## config.mk

```make
export PLATFORM = sky130hd
export DESIGN_NAME = nsr_reporter
export DESIGN_NICKNAME = d
export VERILOG_FILES = /design/src/verilog/nsr_pkg.sv /design/src/verilog/nsr_reporter.sv
export SDC_FILE = /design/constraint.sdc
export NUM_CORES = 1
export LEC_CHECK = 0
export BUFFER_PORTS_ARGS = -buffer_cell sky130_fd_sc_hd__buf_4
export CAP_MARGIN = 20
export CORE_MARGIN = 1.5
export CORE_UTILIZATION = 56
export CTS_BUF_LIST = sky130_fd_sc_hd__clkbuf_8
export CTS_CLUSTER_SIZE = 12
export DETAILED_ROUTE_END_ITERATION = 8
export PLACE_DENSITY_LB_ADDON = 0.15
export SLEW_MARGIN = 25
export SYNTH_ARGS = -nofsm -noshare
export SYNTH_HDL_FRONTEND = slang
export SYNTH_SLANG_ARGS = --single-unit
```

## constraint.sdc

```tcl
create_clock -name hclk -period 7.8 [get_ports hclk]
set_clock_uncertainty 0.05 [all_clocks]
set_input_delay 0.78 -clock hclk [delete_from_list [all_inputs] [get_ports hclk]]
set_output_delay 0.78 -clock hclk [all_outputs]
set_load 0.05 [all_outputs]
```

## src/verilog/nsr_pkg.sv

```systemverilog
// Purpose: constants for the navigation subframe reporter
// Assumes: one 40 MHz clock, AHB-Lite register access
// Notes:   report = header word then payload words
package nsr_pkg;
    // ------------------------------------------------
    // Register map
    // ------------------------------------------------
    localparam logic [7:0]  NSR_CTRL_OFS   = 8'h00; // Enable
    localparam logic [7:0]  NSR_STAT_OFS   = 8'h04; // State, drops
    localparam logic [7:0]  NSR_COUNT_OFS  = 8'h08; // Reports sent
    localparam int          NSR_CTRL_EN_B  = 0;
    localparam logic [31:0] NSR_CTRL_RST   = 32'h0000_0000;
    // ------------------------------------------------
    // Constellation and signal codes
    // ------------------------------------------------
    localparam logic [7:0]  NSR_GNSS_GPS   = 8'h00;
    localparam logic [7:0]  NSR_GNSS_GAL   = 8'h02;
    localparam logic [7:0]  NSR_GNSS_BDS   = 8'h03;
    localparam logic [7:0]  NSR_GNSS_GLO   = 8'h06;
    localparam logic [7:0]  NSR_SIG_L1CA   = 8'h00;
    localparam logic [7:0]  NSR_SIG_L2CL   = 8'h03;
    localparam logic [7:0]  NSR_SIG_L2CM   = 8'h04;
    localparam logic [7:0]  NSR_SIG_E1B    = 8'h01;
    localparam logic [7:0]  NSR_SIG_E5BI   = 8'h05;
    localparam logic [7:0]  NSR_SV_UNKNOWN = 8'hff;
    // ------------------------------------------------
    // Framing
    // ------------------------------------------------
    localparam logic [8:0]  NSR_BITS_300   = 9'h12c; // L1, L2C, BDS
    localparam logic [8:0]  NSR_BITS_GAL   = 9'h100; // Page pair
    localparam logic [8:0]  NSR_BITS_GLO   = 9'h055; // 85-bit string
    localparam logic [5:0]  NSR_BPW_30     = 6'h1e;  // Pad in top 2
    localparam logic [5:0]  NSR_BPW_32     = 6'h20;
    localparam logic [4:0]  NSR_LNAV_INV   = 5'h18;  // Bits 1..24
    localparam logic [3:0]  NSR_WORDS_10   = 4'ha;
    localparam logic [3:0]  NSR_WORDS_GAL  = 4'h8;
    localparam logic [3:0]  NSR_WORDS_GLO  = 4'h4;
    localparam int          NSR_MEM_DEPTH  = 10;
    localparam int          NSR_BUF_W      = 33;     // Data plus last

    typedef enum logic [2:0] {
        NSR_FMT_NONE, NSR_FMT_L1, NSR_FMT_L2C,
        NSR_FMT_BDS, NSR_FMT_GAL, NSR_FMT_GLO
    } nsr_fmt_t;

    typedef enum logic {NSR_ST_COLLECT, NSR_ST_EMIT} nsr_state_t;
endpackage

```

## src/verilog/nsr_reporter.sv

```systemverilog
// Purpose: pack decoded subframe bits into host reports
// Assumes: bit source on hclk, honours sf_ready
// Notes:   header [31:24] gnss [23:16] sv [15:8] sig [7:0] count
//
// The placing of the registers and register access over AHB-Lite were left to the implementer.
`timescale 1ns/1ps
module nsr_reporter
    import nsr_pkg::*;
(
    input  wire logic        hclk,
    input  wire logic        hresetn,
    // AHB-Lite slave
    input  wire logic        hsel,
    input  wire logic [31:0] haddr,
    input  wire logic [1:0]  htrans,
    input  wire logic        hwrite,
    input  wire logic [2:0]  hsize,
    input  wire logic [31:0] hwdata,
    input  wire logic        hready,
    output logic             hreadyout,
    output logic [31:0]      hrdata,
    output logic             hresp,
    // Decoded bit stream
    input  wire logic        sf_valid,
    input  wire logic        sf_bit,
    input  wire logic        sf_start,
    input  wire logic        sf_end,
    input  wire logic        sf_parity_ok,
    input  wire logic        sf_d30_prev,
    input  wire logic [7:0]  sf_gnss,
    input  wire logic [7:0]  sf_sig,
    input  wire logic [7:0]  sf_sv,
    input  wire logic        sf_sv_known,
    input  wire logic        sf_fnum_known,
    input  wire logic [7:0]  sf_frame,
    input  wire logic [15:0] sf_superframe,
    output logic             sf_ready,
    // Report word stream
    output logic             rpt_valid,
    output logic [31:0]      rpt_data,
    output logic             rpt_last,
    input  wire logic        rpt_ready
);
    // ------------------------------------------------
    // Helpers
    // ------------------------------------------------
    // Map constellation and signal to a word layout
    function automatic nsr_fmt_t fmt_of(input logic [7:0] g,
                                        input logic [7:0] s);
        fmt_of = NSR_FMT_NONE;
        if (g == NSR_GNSS_GPS && s == NSR_SIG_L1CA)
            fmt_of = NSR_FMT_L1;
        else if (g == NSR_GNSS_GPS &&
                 (s == NSR_SIG_L2CL || s == NSR_SIG_L2CM))
            fmt_of = NSR_FMT_L2C;
        else if (g == NSR_GNSS_BDS)
            fmt_of = NSR_FMT_BDS;
        else if (g == NSR_GNSS_GAL &&
                 (s == NSR_SIG_E1B || s == NSR_SIG_E5BI))
            fmt_of = NSR_FMT_GAL;
        else if (g == NSR_GNSS_GLO)
            fmt_of = NSR_FMT_GLO;
    endfunction

    // ------------------------------------------------
    // Registers and state
    // ------------------------------------------------
    nsr_state_t  state_reg;              // Collect or emit
    nsr_fmt_t    fmt_reg;                // Layout of subframe
    logic        en_reg;                 // Reporting enable
    logic [15:0] drop_reg;               // Dropped subframes
    logic [15:0] sent_reg;               // Reports emitted
    logic [31:0] mem [NSR_MEM_DEPTH];    // Payload words
    logic [31:0] acc_reg;                // Word being built
    logic [5:0]  wbit_reg;               // Bits in acc_reg
    logic [3:0]  widx_reg;               // Words stored
    logic [8:0]  nbit_reg;               // Bits this subframe
    logic        ovf_reg;                // Too many bits
    logic        inv_reg;                // Previous D30 level
    logic        busy_reg;               // Inside a subframe
    logic [7:0]  gnss_reg;
    logic [7:0]  sig_reg;
    logic [7:0]  sv_reg;
    logic [31:0] extra_reg;              // GLONASS fourth word
    logic [3:0]  cnt_reg;                // Payload word count
    logic [3:0]  eidx_reg;               // Emit position
    logic        hdr_reg;                // Header still due
    // Bus data phase
    logic        wr_pend_reg;
    logic [7:0]  wr_addr_reg;

    // ------------------------------------------------
    // AHB-Lite slave, zero wait states
    // ------------------------------------------------
    logic        acc_phase;
    logic [7:0]  a_ofs;
    assign acc_phase = hsel && htrans[1] && hready;
    assign a_ofs     = haddr[7:0];

    // Answer always OKAY with no wait
    always_ff @(posedge hclk or negedge hresetn)
    begin
        if (!hresetn)
        begin
            hreadyout <= 1'b0;
            hresp     <= 1'b0;
        end
        else
        begin
            hreadyout <= 1'b1;
            hresp     <= 1'b0;
        end
    end

    // Read data latched in the address phase
    always_ff @(posedge hclk or negedge hresetn)
    begin
        if (!hresetn)
            hrdata <= 32'h0000_0000;
        else if (acc_phase && !hwrite)
        begin
            if (a_ofs == NSR_CTRL_OFS)
                hrdata <= {31'h0000_0000, en_reg};
            else if (a_ofs == NSR_STAT_OFS)
                hrdata <= {drop_reg, 14'h0000, busy_reg,
                           state_reg == NSR_ST_EMIT};
            else if (a_ofs == NSR_COUNT_OFS)
                hrdata <= {16'h0000, sent_reg};
            else
                hrdata <= 32'h0000_0000;  // Unmapped reads zero
        end
    end

    // Write address held over to the data phase
    always_ff @(posedge hclk or negedge hresetn)
    begin
        if (!hresetn)
        begin
            wr_pend_reg <= 1'b0;
            wr_addr_reg <= 8'h00;
        end
        else
        begin
            wr_pend_reg <= acc_phase && hwrite;
            wr_addr_reg <= a_ofs;
        end
    end

    // Enable bit; read by the end check, so clearing it also drops the subframe in progress
    always_ff @(posedge hclk or negedge hresetn)
    begin
        if (!hresetn)
            en_reg <= NSR_CTRL_RST[NSR_CTRL_EN_B];
        else if (wr_pend_reg && wr_addr_reg == NSR_CTRL_OFS)
            en_reg <= hwdata[NSR_CTRL_EN_B];
    end

    // ------------------------------------------------
    // Bit assembly
    // ------------------------------------------------
    logic        take;
    logic        dbit;
    logic [31:0] acc_next;
    logic [5:0]  bpw;
    logic        wfull;
    nsr_fmt_t    fmt_cur;
    logic [8:0]  want_bits;
    logic        good;

    assign take     = sf_valid && sf_ready;
    assign fmt_cur  = sf_start ? fmt_of(sf_gnss, sf_sig) : fmt_reg;
    // LNAV data bits 1..24 flip when the last D30 was set
    assign dbit     = sf_bit ^ (fmt_cur == NSR_FMT_L1 &&
                      (sf_start ? sf_d30_prev : inv_reg) &&
                      (sf_start ? 1'b1 : wbit_reg < 6'(NSR_LNAV_INV)));
    assign acc_next = {(sf_start ? 31'h0 : acc_reg[30:0]), dbit};
    // Thirty-bit words leave the top two bits as zero pad
    assign bpw      = (fmt_cur == NSR_FMT_L1 || fmt_cur == NSR_FMT_BDS)
                    ? NSR_BPW_30 : NSR_BPW_32;
    assign wfull    = (sf_start ? 6'h01 : wbit_reg + 6'h01) == bpw;

    // Expected length per layout
    always_comb
    begin
        case (fmt_reg)
            NSR_FMT_L1, NSR_FMT_BDS: want_bits = NSR_BITS_300;
            NSR_FMT_L2C:             want_bits = NSR_BITS_300;
            NSR_FMT_GAL:             want_bits = NSR_BITS_GAL;
            NSR_FMT_GLO:             want_bits = NSR_BITS_GLO;
            default:                 want_bits = 9'h000;
        endcase
    end

    // Only whole, parity-clean subframes of a known layout pass
    assign good = en_reg && sf_parity_ok && !ovf_reg &&
                  fmt_reg != NSR_FMT_NONE &&
                  nbit_reg == want_bits;

    // Shift bits in and store each word as it fills
    always_ff @(posedge hclk or negedge hresetn)
    begin
        if (!hresetn)
        begin
            acc_reg  <= 32'h0000_0000;
            wbit_reg <= 6'h00;
            widx_reg <= 4'h0;
            nbit_reg <= 9'h000;
            ovf_reg  <= 1'b0;
            inv_reg  <= 1'b0;
        end
        else if (take && (busy_reg || sf_start))
        begin
            inv_reg  <= sf_start ? sf_d30_prev : wfull ? sf_bit : inv_reg; // Last D30
            nbit_reg <= sf_start ? 9'h001 : nbit_reg + 9'h001;
            if (sf_start)
                ovf_reg <= 1'b0;
            if (wfull || sf_end)
            begin
                acc_reg  <= 32'h0000_0000;
                wbit_reg <= 6'h00;
                widx_reg <= sf_start ? 4'h1 : widx_reg + 4'h1;
                if (!sf_start && widx_reg == 4'(NSR_MEM_DEPTH))
                    ovf_reg <= 1'b1;  // Longer than any layout
            end
            else
            begin
                acc_reg  <= acc_next;
                wbit_reg <= sf_start ? 6'h01 : wbit_reg + 6'h01;
                widx_reg <= sf_start ? 4'h0 : widx_reg;
            end
        end
    end

    // Payload store; a short last word is left-justified
    always_ff @(posedge hclk)
    begin
        if (take && (busy_reg || sf_start) && (wfull || sf_end) &&
            (sf_start || widx_reg < 4'(NSR_MEM_DEPTH)))
            mem[sf_start ? 4'h0 : widx_reg] <= wfull ? acc_next :
                acc_next << (bpw - wbit_reg - 6'h01);
    end

    // Subframe identity captured on its first bit
    always_ff @(posedge hclk or negedge hresetn)
    begin
        if (!hresetn)
        begin
            fmt_reg   <= NSR_FMT_NONE;
            gnss_reg  <= 8'h00;
            sig_reg   <= 8'h00;
            sv_reg    <= 8'h00;
            extra_reg <= 32'h0000_0000;
        end
        else if (take && sf_start)
        begin
            fmt_reg  <= fmt_of(sf_gnss, sf_sig);
            gnss_reg <= sf_gnss;
            sig_reg  <= sf_sig;
            sv_reg   <= (sf_gnss == NSR_GNSS_GLO && !sf_sv_known)
                      ? NSR_SV_UNKNOWN : sf_sv;
            extra_reg <= sf_fnum_known
                       ? {sf_superframe, 8'h00, sf_frame}
                       : 32'h0000_0000;
        end
    end

    // ------------------------------------------------
    // Control: collect, then emit
    // ------------------------------------------------
    logic buf_in_ready;
    logic push;
    assign push = state_reg == NSR_ST_EMIT && buf_in_ready;

    always_ff @(posedge hclk or negedge hresetn)
    begin
        if (!hresetn)
        begin
            state_reg <= NSR_ST_COLLECT;
            busy_reg  <= 1'b0;
            sf_ready  <= 1'b0;
            cnt_reg   <= 4'h0;
            eidx_reg  <= 4'h0;
            hdr_reg   <= 1'b0;
            drop_reg  <= 16'h0000;
            sent_reg  <= 16'h0000;
        end
        else
        begin
            case (state_reg)
                NSR_ST_COLLECT:
                begin
                    sf_ready <= sf_ready || !busy_reg;
                    if (take && sf_start)
                        busy_reg <= 1'b1;
                    // End checks run the cycle after the last bit
                    if (take && sf_end && (busy_reg || sf_start))
                        sf_ready <= 1'b0;
                    if (!sf_ready && busy_reg)
                    begin
                        busy_reg <= 1'b0;
                        if (good)
                        begin
                            state_reg <= NSR_ST_EMIT;
                            hdr_reg   <= 1'b1;
                            eidx_reg  <= 4'h0;
                            cnt_reg   <= fmt_reg == NSR_FMT_GAL
                                ? NSR_WORDS_GAL : fmt_reg == NSR_FMT_GLO
                                ? NSR_WORDS_GLO : NSR_WORDS_10;
                        end
                        else
                        begin
                            drop_reg <= drop_reg + 16'h0001;
                            sf_ready <= 1'b1;
                        end
                    end
                end
                NSR_ST_EMIT:
                begin
                    sf_ready <= 1'b0;   // Source waits for drain
                    if (push)
                    begin
                        hdr_reg <= 1'b0;
                        if (!hdr_reg)
                            eidx_reg <= eidx_reg + 4'h1;
                        if (!hdr_reg && eidx_reg + 4'h1 == cnt_reg)
                        begin
                            state_reg <= NSR_ST_COLLECT;
                            sent_reg  <= sent_reg + 16'h0001;
                            sf_ready  <= 1'b1;
                        end
                    end
                end
                default: state_reg <= NSR_ST_COLLECT;
            endcase
        end
    end

    // Word offered to the buffer
    logic [31:0] emit_word;
    always_comb
    begin
        if (hdr_reg)
            emit_word = {gnss_reg, sv_reg, sig_reg, 4'h0, cnt_reg};
        else if (fmt_reg == NSR_FMT_GLO && eidx_reg == 4'h3)
            emit_word = extra_reg;
        else
            emit_word = mem[eidx_reg];  // Alert pages as received
    end

    // ------------------------------------------------
    // Two-entry output buffer
    // ------------------------------------------------
    // Head feeds the port directly; spare catches a word
    // pushed while the host stalls, so nothing is lost.
    logic [NSR_BUF_W-1:0] spare_reg;
    logic                 spare_v_reg;
    logic                 pop;
    assign pop          = rpt_valid && rpt_ready;
    assign buf_in_ready = !spare_v_reg;

    always_ff @(posedge hclk or negedge hresetn)
    begin
        if (!hresetn)
        begin
            rpt_valid   <= 1'b0;
            rpt_data    <= 32'h0000_0000;
            rpt_last    <= 1'b0;
            spare_reg   <= '0;
            spare_v_reg <= 1'b0;
        end
        else if (!rpt_valid || pop)
        begin
            if (spare_v_reg)
            begin
                {rpt_last, rpt_data} <= spare_reg;
                rpt_valid   <= 1'b1;
                spare_v_reg <= 1'b0;
            end
            else if (push)
            begin
                rpt_data  <= emit_word;
                rpt_last  <= !hdr_reg && eidx_reg + 4'h1 == cnt_reg;
                rpt_valid <= 1'b1;
            end
            else
                rpt_valid <= 1'b0;
        end
        else if (push)
        begin
            spare_reg   <= {!hdr_reg && eidx_reg + 4'h1 == cnt_reg,
                            emit_word};
            spare_v_reg <= 1'b1;
        end
    end
endmodule

```

---- Word-level counts from Yosys, hierarchy flattened ----
Memories as Yosys holds them, arrays and structs flattened.
Index checks and enable logic that the tools add are counted.
word-level totals
  flip-flop bits (word level) ............. 266
  memory bits (writable) .................. 320
  input bits .............................. 131
  word-level logic and storage cells ...... 199
  memories kept ........................... 1
memory list
  memory  words  width  read ports  clocked after memory_dff  write ports  line                source
  mem     10     32     1           0                         1            nsr_reporter.sv:73  logic [31:0] mem [NSR_MEM_DEPTH];
cells by class
  add/subtract/negate cells ............... 8
  $lt $le $gt $ge ......................... 2
  equality and inequality tests ........... 25
  shift-type cells ........................ 1
  multiplexer cells ....................... 65
  bitwise logic cells ..................... 4
  reduce and logical (&&, ||, !) cells .... 64
operator list
  kind                                            count
  2-to-1 mux 32 bit                               8
  2-to-1 mux 31 bit                               2
  2-to-1 mux 4 bit                                9
  adder 16 x 1 -> 16 bit (second input constant)  2
  == test 8 x 3 -> 1 bit (second input constant)  4
  zero test 8 bit                                 4
  left shift 32 x 6 -> 32 bit                     1
  2-to-1 mux 1 bit                                29
  logical AND 1 bit                               28
  one-hot mux 9 bit (3 select lines)              1
  == test 8 x 2 -> 1 bit (second input constant)  3
  2-to-1 mux 3 bit                                6
  2-to-1 mux 6 bit                                3
  2-to-1 mux 16 bit                               1
  AND reduction 3 bit                             4
  adder 9 x 1 -> 9 bit (second input constant)    1
  == test 3 x 2 -> 1 bit (second input constant)  3
  == test 9 bit                                   1
  zero test 1 bit                                 9
  2-to-1 mux 9 bit                                1
  adder 4 x 1 -> 4 bit (second input constant)    2
  == test 8 x 1 -> 1 bit (second input constant)  1
  == test 8 x 4 -> 1 bit (second input constant)  1
  logical OR 1 bit                                8
  23 further kinds                                37

---- Logic depth before layout (Yosys ltp) ----
  word-level depth ........................ 17
  mapped depth ............................ 16

---- Worst setup path after synthesis ----
No wires, ideal clock.
  path kind ............................... reg-to-reg
  from .................................... reg wbit_reg[1]
  to ...................................... mem mem[3][0] (enable)
  arrival time ............................ 5.156 ns
  required time ........................... 7.249 ns
  path slack .............................. 2.093 ns
  stages on the path, launching flop included .. 8
  path buffers ............................ 0
  period minus slack after synthesis ...... 5.707 ns
  cell sequence ........................... dfrtp_1 ha_1 xor2_1 or3_1 or3_1 a21oi_1 o21ai_0 nor4_1
on the way
  cells in the longest elaborated chain, start to end .. 8
RTL lines
  what                            line                 source
  start, declared                 nsr_reporter.sv:75   logic [5:0] wbit_reg;
  start signal, assigned          nsr_reporter.sv:228  wbit_reg <= sf_start ? 6'h01 : wbit_reg + 6'h01;
  adder 6 x 1 -> 6 bit            nsr_reporter.sv:180  assign wfull = (sf_start ? 6'h01 : wbit_reg + 6'h01) == bpw;
  2-to-1 mux 6 bit                nsr_reporter.sv:180
  == test 6 bit                   nsr_reporter.sv:180
  logical OR 1 bit                nsr_reporter.sv:237  if (take && (busy_reg || sf_start) && (wfull || sf_end) &&
  logical AND 1 bit (2 in a row)  nsr_reporter.sv:237
  2-to-1 mux 1 bit                nsr_reporter.sv:237
  2-to-1 mux 1 bit                nsr_reporter.sv:239  mem[sf_start ? 4'h0 : widx_reg] <= wfull ? acc_next :
  end, declared                   nsr_reporter.sv:73
No other way between the ends.

---- Worst setup path after layout ----
  from .................................... in sf_gnss[0]
  to ...................................... mem mem[0][18] (data pin)
on the way
  cells in the longest elaborated chain, start to end .. 14
  elaborated cells between the ends (all ways) .. 25
  those cells by class .................... add/sub (2); eq/ne (6); shift (1); mux (8); bitwise (1); reduce/logical (7)
RTL lines
  what                                                                     line                                      source
  start, declared                                                          nsr_reporter.sv:30                        input wire logic [7:0] sf_gnss,
  == test 8 x 3 -> 1 bit / == test 8 x 2 -> 1 bit (equally long branches)  nsr_reporter.sv:61, nsr_reporter.sv:58
  2-to-1 mux 3 bit / logical AND 1 bit (equally long branches)             nsr_reporter.sv:61, nsr_reporter.sv:58
  2-to-1 mux 3 bit                                                         nsr_reporter.sv:58                        else if (g == NSR_GNSS_GAL &&
  2-to-1 mux 3 bit                                                         nsr_reporter.sv:56                        else if (g == NSR_GNSS_BDS)
  2-to-1 mux 3 bit                                                         nsr_reporter.sv:53                        else if (g == NSR_GNSS_GPS &&
  2-to-1 mux 3 bit *                                                       nsr_reporter.sv:51                        if (g == NSR_GNSS_GPS && s == NSR_SIG_L1CA)
  2-to-1 mux 3 bit *                                                       nsr_reporter.sv:171                       assign fmt_cur = sf_start ? fmt_of(sf_gnss, sf_sig) : fmt_reg;
  == test 3 x 1 -> 1 bit / == test 3 x 2 -> 1 bit (equally long branches)  nsr_reporter.sv:173, nsr_reporter.sv:178
  logical OR 1 bit                                                         nsr_reporter.sv:178                       assign bpw = (fmt_cur == NSR_FMT_L1 || fmt_cur == NSR_FMT_BDS)
  2-to-1 mux 6 bit                                                         nsr_reporter.sv:179                       ? NSR_BPW_30 : NSR_BPW_32;
  subtractor 6 bit                                                         nsr_reporter.sv:240                       acc_next << (bpw - wbit_reg - 6'h01);
  subtractor 6 x 1 -> 6 bit                                                nsr_reporter.sv:240
  left shift 32 x 6 -> 32 bit                                              nsr_reporter.sv:240
  2-to-1 mux 32 bit *                                                      nsr_reporter.sv:239
Mark *: on every way between the ends. The rest lies on a longest branch, timed or not.

==> run metrics <==
status=complete, no violations; vias in the first global route=16470; #FFs+latches synth=577; max incr delay on CP=0.89 ns; global-route wire length before repair=97310 um; worst setup margin=2.693 ns; Synth Area per Inst=13.32 sq um; max reg flops=320; dpl cells=2582; yosys warns=0; Clock Pin Slew Worst Setup and Hold Paths=0.06 ns; Final HPWL DP=39670 um; Die H=217.5 um; Hold Path Depth=1; crit-path cells=buf_4 > nor4_2 > a31oi_1 > o211a_1 > mux2_4 > ha_2 > fa_1 > a21o_1 > a21oi_1 > xor2_1 > a31oi_1 > mux2_2 > nand2_1 > o31ai_2; GRT Overall Usage=27.18%; slowest CP cell=o31ai_2; R2R depth=11; fin area=29340 sq um; CP Launch Type=input pin; post-synthesis sequential area ratio=62.28%; main flop type after synthesis=edfxtp_1; post-DR vias/cell=6.176; r2r setup slk=3.38 ns; Non-Filler Instances=2754; antenna-violating nets left=0; Vias=17010; Ports=200; Layout area overhead=13.94%; buffer count from post-CTS setup fixing=0; crit path max fanout=11; TritonCTS clock tree=built; Port Buffers=139; setup repair after global routing missed its margin=no; die area=47280 sq um; Max-cap violations=0; num rows=78; initial antenna violation count=1; DR pass1 iterations=5; cts bufs inserted=93; Setup Crit Path Kind=input pin to register; Most common cell on crit path=a31oi_1; RR Endpoint=mem[0][18]$_DFFE_PP_; largest net degree at the start of global routing=128; dpl ws=1.890 ns; Routed WL=63040 um; Hold Path Sink=wr_addr_reg[4]$_DFF_PN0_; Residual DRC=0; max_slew headroom=32.48%; htree depth=3; layout cells sized above 1=21.77%; synthesized net count=2077; Hold Crit Start=haddr[4]; WP data required=8.10 ns; final core utilization=64.66%; EDFF count, synth=320; Clock Latency Late Sink=0.68 ns; Fin Setup TNS=0 ns; worst-margin pin slew=1.007 ns; Die X=217.5 um; mapped cell area=25750 sq um; reg-to-reg startpoint=fmt_reg[0]$_DFFE_PN0P_; Final GP Congestion=0.9085; Std-Cell Core Area=45380 sq um; maximum buffer depth of the clock tree=3; grt ovf=0; Wirelength per Cell=22.89 um; nets@finish=2222; Max Slew Vio Count=0; clk sink count=577; Final Power=9.317 mW; final hold slack=0.1736 ns; fin crit period=5.107 ns; final period utilization=65.48%; fillers=3412; Clock Root Buffer=clkbuf_8; critical path capture point type=register; synth unique cells=81; Pleak=11.86 nW; final setup fails=0; initial core utilization=56.75%; VDD IR max=0.2461 mV; ANT cells=0; worst path arrival time=5.40 ns; placed instance area=27460 sq um; Post-Synthesis Cells=1934; Max Fclk=195.8 MHz; Initial DRC Count=1352; Pwr per Cell Area=317.5 nW/um^2; Hold Vio Cnt, Final=0; asr flop ratio synth=44.54%; hold crit path type=input pin to register
## worst max-delay path: cells and delay by family
family | cells | cell delay (ns)
AOI/OAI and AO/OA | 6 | 2.17
muxes | 2 | 0.79
and+or+nand+nor | 2 | 0.69
adders and majority gates | 2 | 0.68
buffers and inverters | 1 | 0.15
xor gates and xnor gates | 1 | 0.14
## cells in the final DEF (no fill, tap or decap), types with 9 or more instances in the layout
master      n
o22a_1      9
o211ai_1   14
mux2_2     36
clkinv_1    9
nand4_1    11
clkbuf_8  104
buf_4     180
a221o_1     9
clkinv_2   12
nor2b_1    27
nand3_1    71
a21oi_1    67
o31ai_1     9
o21ai_0    94
mux4_2     85
a22o_1     68
nor2_1     67
ha_1       10
xor2_1     14
nor4_1     10
edfxtp_1  320
a22oi_1    17
mux2i_1    76
xnor2_1    36
nor3_1     27
and3_1     15
a211oi_1   44
nand2_1   242
inv_1      56
dfrtp_1   255
## synth_stat cells, types with 36 or more instances
master / count / share of area (%)
mux2i_1: 76 / 3.0
dfrtp_1: 257 / 25
xnor2_1: 37 / 1.3
mux4_2: 85 / 7.4
nand3_1: 72 / 1.4
edfxtp_1: 320 / 37
nand2_1: 242 / 3.5
clkbuf_1: 94 / 1.4
a21oi_1: 69 / 1.3
a211oi_1: 44 / 1.3
nor2_1: 73 / 1.1
o21ai_0: 97 / 1.9
mux2_2: 36 / 1.6
a22o_1: 68 / 2.3
## kinds of logic (layout without fill, tap and decap cells)
family | after synthesis | in the layout | synth area share (%)
flip-flops | 577 | 577 | 62.28
AND/OR/NAND/NOR | 532 | 532 | 9.639
AO/OA/AOI/OAI | 403 | 403 | 10.96
multiplexers | 199 | 199 | 12.11
buffers and inverters | 155 | 375 | 2.429
XOR/XNOR | 54 | 54 | 1.943
adder cells (fa/ha/maj) | 12 | 12 | 0.6122
other | 2 | 2 | 0.02916
## worst max path at each step
stage | slack, ns | startpoint | cells after the start | end
6_report | 2.69 | sf_gnss[0] | 14 | mem[0][18]$_DFFE_PP_
5_1_grt | 2.40 | sf_gnss[0] | 14 | mem[3][18]$_DFFE_PP_
4_1_cts | 2.60 | sf_gnss[0] | 14 | mem[4][24]$_DFFE_PP_
3_5_place_dp | 1.89 | sf_gnss[0] | 14 | mem[2][24]$_DFFE_PP_
3_3_place_gp | 2.10 | sf_gnss[0] | 13 | mem[2][30]$_DFFE_PP_
2_1_floorplan | 2.09 | wbit_reg[1]$_DFFE_PN0P_ | 7 | mem[3][0]$_DFFE_PP_
## power by group
| part | leakage [nW] | switching, mW | internal (mW) |
|---|---|---|---|
| registers | 6.48 | 0.318 | 3.64 |
| clock network | 1.08 | 1.19 | 1.33 |
| logic | 4.30 | 1.78 | 1.06 |
| total | 11.9 | 3.29 | 6.03 |
## routing by layer
layer / up-vias / routed length [um] / global-route usage [%]
met4: 0 / 2076 / 10.79
met1: 8645 / 27700 / 39.50
li1: 7668 / - / -
met3: 108 / 4067 / 5.202
met5: - / 0 / 0
met2: 588 / 29200 / 40.71
## what timing repair did
item	CTS	global route
hold buffers	0	1
hold endpoints to repair	0	31
gates resized for setup	0	0
endpoints found under the setup margin	0	0
## cell type report
cell class | instances | area, sq um | share of cell area (%)
Sequential cell | 577 | 16050 | 54.68
Multi-Input combinational cell | 1202 | 9229 | 31.45
Clock buffer | 104 | 1431 | 4.878
Timing Repair Buffer | 183 | 1404 | 4.784
Tap cell | 600 | 750.7 | 2.558
Clock inverter | 66 | 401.6 | 1.369
Inverter | 22 | 82.58 | 0.2814
(Power assumes the default switching activity.)
